## config.mk

```make
export PLATFORM = sky130hd
export DESIGN_NAME = cwd_channel_ctl
export DESIGN_NICKNAME = d
export VERILOG_FILES = /design/src/cwd_pkg.sv /design/src/cwd_addr_step.sv /design/src/cwd_channel_ctl.sv
export VERILOG_INCLUDE_DIRS = /design/src
export SDC_FILE = /design/constraint.sdc
export NUM_CORES = 1
export LEC_CHECK = 0
export ABC_AREA = 1
export BUFFER_PORTS_ARGS = -buffer_cell sky130_fd_sc_hd__buf_2
export CAP_MARGIN = 20
export CORE_UTILIZATION = 60
export DETAILED_ROUTE_END_ITERATION = 10
export HOLD_SLACK_MARGIN = 0.12
export PLACE_DENSITY = 0.84
export SYNTH_ARGS = -nofsm -noshare
export SYNTH_HDL_FRONTEND = slang
export SYNTH_SLANG_ARGS = --single-unit
```

## constraint.sdc

```tcl
create_clock -name clk -period 7.9 [get_ports clk]
set_input_delay 0.395 -clock clk [delete_from_list [all_inputs] [get_ports clk]]
set_output_delay 0.395 -clock clk [all_outputs]
set_load 0.05 [all_outputs]
```

## src/cwd_defines.svh

```systemverilog
// Offsets, field positions and codes of the channel control word block
`ifndef CWD_DEFINES_SVH
`define CWD_DEFINES_SVH

`define CWD_OFF_SRC_END   8'h00
`define CWD_OFF_DST_END   8'h04
`define CWD_OFF_CTL       8'h08
`define CWD_OFF_STATUS    8'h0c

`define CWD_DST_STEP_HI   31
`define CWD_DST_STEP_LO   30
`define CWD_DST_SIZE_HI   29
`define CWD_DST_SIZE_LO   28
`define CWD_SRC_STEP_HI   27
`define CWD_SRC_STEP_LO   26
`define CWD_SRC_SIZE_HI   25
`define CWD_SRC_SIZE_LO   24
`define CWD_ARB_HI        17
`define CWD_ARB_LO        14
`define CWD_CNT_HI        13
`define CWD_CNT_LO        4
`define CWD_MODE_HI       2
`define CWD_MODE_LO       0

`define CWD_STEP_NONE     2'h3
`define CWD_SIZE_RSVD     2'h3
`define CWD_ARB_CAP_CODE  4'ha
`define CWD_ARB_CAP_SHIFT 4'ha
`define CWD_MODE_STOP     3'h0

`define CWD_ST_BUSY       0
`define CWD_ST_ARBWAIT    1
`define CWD_ST_CFGERR     2

`endif

```

## src/cwd_pkg.sv

```systemverilog
// Types shared by the channel control word block
package cwd_pkg;
   typedef enum logic [1:0] {
      IDLE,
      RD,
      WR,
      ARB
   } cwd_state_t;
endpackage : cwd_pkg

```

## src/cwd_addr_step.sv

```systemverilog
// Access address from the inclusive last address and the items left
`timescale 1ns/100ps
`include "cwd_defines.svh"
module cwd_addr_step (
   input  wire logic [31:0] lastAddr,
   input  wire logic [1:0]  stepCode,
   input  wire logic [9:0]  itemsLeft,
   output logic      [31:0] accAddr
);
   logic [31:0] backOff;

   always_comb begin
      backOff = {22'h0, itemsLeft} << stepCode;
      if (stepCode == `CWD_STEP_NONE) begin
         accAddr = lastAddr;
      end else begin
         accAddr = lastAddr - backOff;
      end
   end
endmodule : cwd_addr_step

```

## src/cwd_channel_ctl.sv

```systemverilog
// Channel control word decode and item mover
// Behaviour
// - Destination step from bits 31:30, 3 fixed
// - Fixed destination stays at last address
// - Destination item width from bits 29:28
// - Source step from bits 27:26, 3 fixed
// - Fixed source stays at last address
// - Source item width from bits 25:24
// - Re-arbitrate after two-power-of-code transfers
// - Codes 0-9 up to 512, above 1024
// - Last addresses are inclusive final addresses
// - Count field is items minus one
`timescale 1ns/100ps
`include "cwd_defines.svh"
module cwd_channel_ctl (
   input  wire logic        clk,
   input  wire logic        rst_b,
   input  wire logic [7:0]  regAddr,
   input  wire logic [31:0] regWdata,
   input  wire logic        regWrStb,
   input  wire logic        regRdStb,
   output logic      [31:0] regRdata,
   output logic             memReq,
   output logic             memWe,
   output logic      [31:0] memAddr,
   output logic      [1:0]  memSize,
   output logic      [31:0] memWdata,
   input  wire logic        memAck,
   input  wire logic [31:0] memRdata,
   output logic             rearbReq,
   input  wire logic        arbGrant
);
   cwd_pkg::cwd_state_t state_ff;
   cwd_pkg::cwd_state_t nxt_state;
   logic [31:0] srcEnd_ff;
   logic [31:0] nxt_srcEnd;
   logic [31:0] dstEnd_ff;
   logic [31:0] nxt_dstEnd;
   logic [31:0] ctl_ff;
   logic [31:0] nxt_ctl;
   logic [9:0]  burstCnt_ff;
   logic [9:0]  nxt_burstCnt;
   logic [31:0] data_ff;
   logic [31:0] nxt_data;
   logic        cfgErr_ff;
   logic        nxt_cfgErr;
   logic [31:0] rdData_ff;
   logic [31:0] nxt_rdData;

   logic [1:0]  dstStep;
   logic [1:0]  dstWidth;
   logic [1:0]  srcStep;
   logic [1:0]  srcWidth;
   logic [3:0]  arbCode;
   logic [9:0]  itemsLeft;
   logic [10:0] burstLen;
   logic        lastInBurst;
   logic        ctlWr;
   logic        startOk;
   logic [31:0] srcAddr;
   logic [31:0] dstAddr;
   logic [31:0] statusWord;
   logic [31:0] sideAddr [2];

   assign dstStep   = ctl_ff[`CWD_DST_STEP_HI:`CWD_DST_STEP_LO];
   assign dstWidth  = ctl_ff[`CWD_DST_SIZE_HI:`CWD_DST_SIZE_LO];
   assign srcStep   = ctl_ff[`CWD_SRC_STEP_HI:`CWD_SRC_STEP_LO];
   assign srcWidth  = ctl_ff[`CWD_SRC_SIZE_HI:`CWD_SRC_SIZE_LO];
   assign arbCode   = ctl_ff[`CWD_ARB_HI:`CWD_ARB_LO];
   assign itemsLeft = ctl_ff[`CWD_CNT_HI:`CWD_CNT_LO];

   // Burst length, capped at the largest possible transfer
   always_comb begin
      if (arbCode >= `CWD_ARB_CAP_CODE) begin
         burstLen = 11'h1 << `CWD_ARB_CAP_SHIFT;
      end else begin
         burstLen = 11'h1 << arbCode;
      end
   end

   assign lastInBurst = ({1'b0, burstCnt_ff} == (burstLen - 11'h1));

   genvar side;
   generate
      for (side = 0; side < 2; side++) begin : g_addr
         cwd_addr_step u_step (
            .lastAddr  ((side == 0) ? srcEnd_ff : dstEnd_ff),
            .stepCode  ((side == 0) ? srcStep : dstStep),
            .itemsLeft (itemsLeft),
            .accAddr   (sideAddr[side])
         );
      end
   endgenerate

   assign srcAddr = sideAddr[0];
   assign dstAddr = sideAddr[1];

   // Bus side of the mover
   assign memReq   = (state_ff == cwd_pkg::RD) || (state_ff == cwd_pkg::WR);
   assign memWe    = (state_ff == cwd_pkg::WR);
   assign memAddr  = memWe ? dstAddr : srcAddr;
   assign memSize  = memWe ? dstWidth : srcWidth;
   assign memWdata = data_ff;
   assign rearbReq = (state_ff == cwd_pkg::ARB);

   assign ctlWr   = regWrStb && (regAddr == `CWD_OFF_CTL);
   assign startOk = (regWdata[`CWD_MODE_HI:`CWD_MODE_LO] != `CWD_MODE_STOP)
                 && (regWdata[`CWD_DST_SIZE_HI:`CWD_DST_SIZE_LO]
                     != `CWD_SIZE_RSVD)
                 && (regWdata[`CWD_SRC_SIZE_HI:`CWD_SRC_SIZE_LO]
                     != `CWD_SIZE_RSVD);

   // Channel structure and mover state
   always_comb begin
      nxt_state    = state_ff;
      nxt_srcEnd   = srcEnd_ff;
      nxt_dstEnd   = dstEnd_ff;
      nxt_ctl      = ctl_ff;
      nxt_burstCnt = burstCnt_ff;
      nxt_data     = data_ff;
      nxt_cfgErr   = cfgErr_ff;
      unique case (state_ff)
         cwd_pkg::IDLE: begin
            if (regWrStb && (regAddr == `CWD_OFF_SRC_END)) begin
               nxt_srcEnd = regWdata;
            end
            if (regWrStb && (regAddr == `CWD_OFF_DST_END)) begin
               nxt_dstEnd = regWdata;
            end
            if (ctlWr) begin
               nxt_ctl      = regWdata;
               nxt_burstCnt = 10'h0;
               nxt_cfgErr   = (regWdata[`CWD_MODE_HI:`CWD_MODE_LO]
                               != `CWD_MODE_STOP) && !startOk;
               if (startOk) begin
                  nxt_state = cwd_pkg::RD;
               end
            end
         end
         cwd_pkg::RD: begin
            if (memAck) begin
               nxt_data  = memRdata;
               nxt_state = cwd_pkg::WR;
            end
         end
         cwd_pkg::WR: begin
            if (memAck) begin
               if (itemsLeft == 10'h0) begin
                  nxt_ctl[`CWD_MODE_HI:`CWD_MODE_LO] = `CWD_MODE_STOP;
                  nxt_state = cwd_pkg::IDLE;
               end else begin
                  nxt_ctl[`CWD_CNT_HI:`CWD_CNT_LO] = itemsLeft - 10'h1;
                  if (lastInBurst) begin
                     nxt_burstCnt = 10'h0;
                     nxt_state    = cwd_pkg::ARB;
                  end else begin
                     nxt_burstCnt = burstCnt_ff + 10'h1;
                     nxt_state    = cwd_pkg::RD;
                  end
               end
            end
         end
         cwd_pkg::ARB: begin
            if (arbGrant) begin
               nxt_state = cwd_pkg::RD;
            end
         end
      endcase
   end

   always_ff @(posedge clk or negedge rst_b) begin
      if (!rst_b) begin
         state_ff    <= cwd_pkg::IDLE;
         srcEnd_ff   <= 32'h0;
         dstEnd_ff   <= 32'h0;
         ctl_ff      <= 32'h0;
         burstCnt_ff <= 10'h0;
         data_ff     <= 32'h0;
         cfgErr_ff   <= 1'b0;
      end else begin
         state_ff    <= nxt_state;
         srcEnd_ff   <= nxt_srcEnd;
         dstEnd_ff   <= nxt_dstEnd;
         ctl_ff      <= nxt_ctl;
         burstCnt_ff <= nxt_burstCnt;
         data_ff     <= nxt_data;
         cfgErr_ff   <= nxt_cfgErr;
      end
   end

   // Register read port, data one cycle after the strobe
   always_comb begin
      statusWord = 32'h0;
      statusWord[`CWD_ST_BUSY]    = (state_ff != cwd_pkg::IDLE);
      statusWord[`CWD_ST_ARBWAIT] = (state_ff == cwd_pkg::ARB);
      statusWord[`CWD_ST_CFGERR]  = cfgErr_ff;
      statusWord[`CWD_CNT_HI:`CWD_CNT_LO] = itemsLeft;
      nxt_rdData = 32'h0;
      if (regRdStb) begin
         unique case (regAddr)
            `CWD_OFF_SRC_END: nxt_rdData = srcEnd_ff;
            `CWD_OFF_DST_END: nxt_rdData = dstEnd_ff;
            `CWD_OFF_CTL:     nxt_rdData = ctl_ff;
            `CWD_OFF_STATUS:  nxt_rdData = statusWord;
            default:          nxt_rdData = 32'h0;
         endcase
      end
   end

   always_ff @(posedge clk or negedge rst_b) begin
      if (!rst_b) begin
         rdData_ff <= 32'h0;
      end else begin
         rdData_ff <= nxt_rdData;
      end
   end

   assign regRdata = rdData_ff;
endmodule : cwd_channel_ctl

```

==> metrics.md <==
| Metric | Value |
|---|---|
| Chip Width | `between 100 and 150 um` |
| Vias/cell | `a little over 6` |
| Initial Util | `0.615` |
| Cells on worst reg2reg path | `10` |
| Top cell type's share of synthesized area | `0.375` |
| Storage cell area | `0.00433 mm2` |
| FFs w/ async S/R, synth | `1.00` |
| Final setup viols | `0` |
| Setup crit end kind | `output pin` |
| Global-route wire length before repair | `around 64 mm` |
| Leakage | `7.05 nW` |
| Die Y | `141 um` |
| Final critical-path share of the clock period | `0.602` |
| Slew @ Worst Pin | `roughly 0.98 ns` |
| Worst rel slew slack | `0.345` |
| Clk_lat worst skew | `~0.45 ns` |
| Register area share after synthesis | `0.375` |
| Multi-input gate area | `a little over 0.006 mm2` |
| Gr usage total | `0.426` |
| Final min period | `roughly 4.8 ns` |
| H-Tree Depth | `4` |
| Hold Crit Depth | `2` |
| Detailed Route WL | `a little over 40 mm` |
| Flops & latches, synth | `approximately 170` |
| Die area | `~0.02 mm2` |
| Synth Cell Area | `~0.012 mm2` |
| CP max FO | `23` |
| RSZ-0062 raised after global routing | `no` |
| Root Driver | `clkbuf_16` |
| Largest net degree at the start of global routing | `98` |
| Final hold violation count | `0` |
| P per Cell Area | `399 mW/mm2` |
| Switch share | `0.563` |
| Worst EP arrival | `4.36 ns` |
| Worst r2r src | `state_ff[0]` |
| R2R Setup Slk | `4.68 ns` |
| Worst Slack Setup Final | `about 3.1 ns` |
| Antenna-violating nets left | `0` |
| Critical path class | `flip-flop to output pin` |
| Net Count, Synth | `1,791` |
| Worst vdd ir | `between 0.3 and 0.4 mV` |
| DR pass1 iterations | `7` |
| Layout cell share with drive strength beyond 1 | `0.150` |
| TNS Setup | `0 ns` |
| Core Area | `about 0.019 mm2` |
| Total grt overflow | `0` |
| Hold Path Class | `input port to flip-flop` |
| Synth-to-layout area growth | `14.5%` |
| Synth warn | `0` |
| Mapped Cells | `between 1,500 and 2,000` |
| Internal Power | `~0.0023 W` |
| Most used flip-flop cell after synthesis | `dfrtp_1` |
| Reg2reg end | `ctl_ff[12]` |
| Count of pins over their slew limit | `0` |
| Switch Pwr | `approximately 0.0030 W` |
| Starting DRT DRC Count | `about 1,400` |
| DP HPWL | `around 31 mm` |
| Top-Level Pins | `roughly 180` |
| Clock Path Buffers | `2` |
| Worst Path Required | `7.51 ns` |
| Post-synth EDFFs | `0` |
| CTS tree | `yes` |
| Ant diodes | `0` |
| Startpoint types | `flip-flop` |
| Number of port buffers | `between 150 and 200` |
| DRC Markers | `0` |
| Vias in the first global route | `roughly 12,000` |
| # fillers | `between 1,500 and 2,000` |
| Post-synth top area cell | `dfrtp_1` |
| Top post-synthesis cells by area | `dfrtp_1, nand2_1, o21ai_0, inv_1, nand3_1` |
| Outcome | `completed` |
| Comb power frac | `0.613` |
| Reg power frac | `0.222` |
| Gpl congestion | `just under 1` |
| Clock power frac | `0.164` |
| Clock buffer count from CTS | `17` |
| Routed via count | `between 10,000 and 15,000` |
| Skew final | `roughly 0.017 ns` |
| Max Fclk | `~210 MHz` |
| Fin nets | `1,942` |
| Initial antenna violation count | `0` |
| Hold Path End | `memWdata[5]` |
| Post-synth cell types | `between 40 and 50` |
| Clock transition at path regs | `0.08 ns` |
| Hold Path Origin | `memRdata[5]` |
| Row cnt | `50` |
| WL per Instance | `19.8 um` |
| Clock sink count | `between 150 and 200` |
| Max-cap violations | `0` |
| Worst Setup Slack post-DPL | `between 3 and 4 ns` |
| Post-Syn Area per Cell | `between 6 and 7 um2` |
[cell usage after synthesis (3+ instances only)]
| library cell | number |
|---|---|
| nand2_1 | 454 |
| inv_1 | 222 |
| o21ai_0 | 197 |
| dfrtp_1 | 173 |
| nand3_1 | 162 |
| nor2_1 | 139 |
| a21oi_1 | 45 |
| clkbuf_1 | 38 |
| nand4_1 | 34 |
| ha_1 | 33 |
| mux2_2 | 32 |
| o22ai_1 | 20 |
| nor3_1 | 17 |
| xor2_1 | 11 |
| o21ai_1 | 10 |
| buf_1 | 9 |
| inv_2 | 8 |
| or2_2 | 8 |
| o21bai_1 | 7 |
| buf_2 | 6 |
| nor4_1 | 6 |
| o211ai_1 | 6 |
| mux2i_1 | 4 |
| nand3b_1 | 4 |
| o221ai_1 | 4 |
| a221oi_1 | 3 |
| nand3_2 | 3 |
[power by group through the flow]
| stage | Clock, W | Sequential, W | Combinational [W] |
|---|---|---|---|
| after floorplan | 0 | 0.00143 | 0.00212 |
| after global placement | 0 | 0.00117 | 0.00314 |
| after detailed placement | 0 | 0.00118 | 0.00317 |
| after CTS | 0.000861 | 0.00116 | 0.00319 |
| after global routing | 0.000897 | 0.00119 | 0.00349 |
| final | 0.000865 | 0.00117 | 0.00323 |
[metal layers]
layer  routed length (um)  track usage  share of wire  vias to the layer above
met5                    0            0              0                        -
met4                 1300        0.156          0.031                        0
met3                 5100        0.105           0.12                       99
met2                18800        0.678           0.46                      797
met1                16000        0.566           0.39                     5883
li1                     -            -              -                     5804
[what timing repair did]
action                    in CTS  in global routing
hold endpoints to repair      90                  0
hold buffers                   1                  0
gates resized for setup        0                  0
setup buffers                  0                  0
[stage by stage]
stage	power, W	instance area (um2)	hold slack, ns	std cells	utilization
4_1_cts	0.00521	13200	0.168	2074	0.702
3_3_place_gp	0.00430	12600	0.466	2041	0.670
3_5_place_dp	0.00435	12600	0.474	2041	0.670
5_1_grt	0.00557	13200	0.166	2076	0.705
6_report	0.00527	13200	0.167	2076	0.705
2_1_floorplan	0.00355	11500	0.0994	1678	-
[worst max path at each step]
stage               slack (ns)  cells after the start  startpoint     endpoint
finish                    3.14                     14  ctl_ff[26]  memAddr[27]
global route              2.78                     14  ctl_ff[26]  memAddr[27]
CTS                       3.36                     14  ctl_ff[26]  memAddr[27]
detailed placement        3.85                     14  ctl_ff[26]  memAddr[27]
global placement          3.94                     14  ctl_ff[26]  memAddr[27]
floorplan                 4.24                     11  ctl_ff[31]  memAddr[14]
[worst max-delay path, cell delays in order, from the launching register on]
cell	delay (ns)
dfrtp_1	0.70
nand2_1	0.69
inv_2	0.56
nand2_1	0.12
ha_1	0.37
nand2_1	0.10
nor3_1	0.25
inv_1	0.07
nor2_1	0.09
nand2_1	0.09
and2_1	0.24
nand4_1	0.10
nand3_1	0.11
nand2_1	0.14
buf_2	0.27
[cells in the final DEF, fill, tap and decap left out, types with 3 or more instances in the layout]
cell type / netlist / routed
a21oi_1: 45 / 45
a221oi_1: 3 / 3
buf_2: 6 / 177
buf_4: 2 / 6
clkbuf_16: 0 / 17
clkinv_8: 0 / 5
dfrtp_1: 173 / 173
ha_1: 33 / 32
inv_1: 222 / 222
inv_2: 8 / 8
inv_6: 0 / 4
inv_8: 0 / 3
mux2_2: 32 / 32
mux2i_1: 4 / 4
nand2_1: 454 / 453
nand2_2: 2 / 3
nand3_1: 162 / 162
nand3_2: 3 / 3
nand3b_1: 4 / 4
nand4_1: 34 / 34
nor2_1: 139 / 139
nor3_1: 17 / 17
nor4_1: 6 / 6
o211ai_1: 6 / 6
o21ai_0: 197 / 197
o21ai_1: 10 / 10
o21bai_1: 7 / 7
o221ai_1: 4 / 4
o22ai_1: 20 / 20
or2_2: 8 / 8
xor2_1: 11 / 11
[kinds of logic (layout without fill, tap and decap cells)]
family,count (synthesis),after routing,share of synthesized area
buffers and inverters,286,450,0.0943
multiplexers,36,36,0.0347
adder cells (fa/ha/maj),35,35,0.0392
XOR/XNOR,13,13,0.00986
AO/OA/AOI/OAI,301,301,0.140
AND/OR/NAND/NOR,834,834,0.307
flip-flops,173,173,0.375
[layout make-up]
class / instances / share of cell area
inverter: 231 / 0.0656
timing repair buffer: 187 / 0.0756
multi-input combinational: 1219 / 0.464
sequential: 173 / 0.327
clock buffer: 17 / 0.0322
tap: 234 / 0.0221
clock inverter: 15 / 0.0132
[sequential cells by signal, indices dropped and copies added (netlist names)]
register and count:
regRdata 32, dstEnd_ff 32, state_ff 2, burstCnt_ff 10, ctl_ff 32, srcEnd_ff 32
memWdata 32, cfgErr_ff 1
Note: power is estimated with default switching activity, not from simulation.
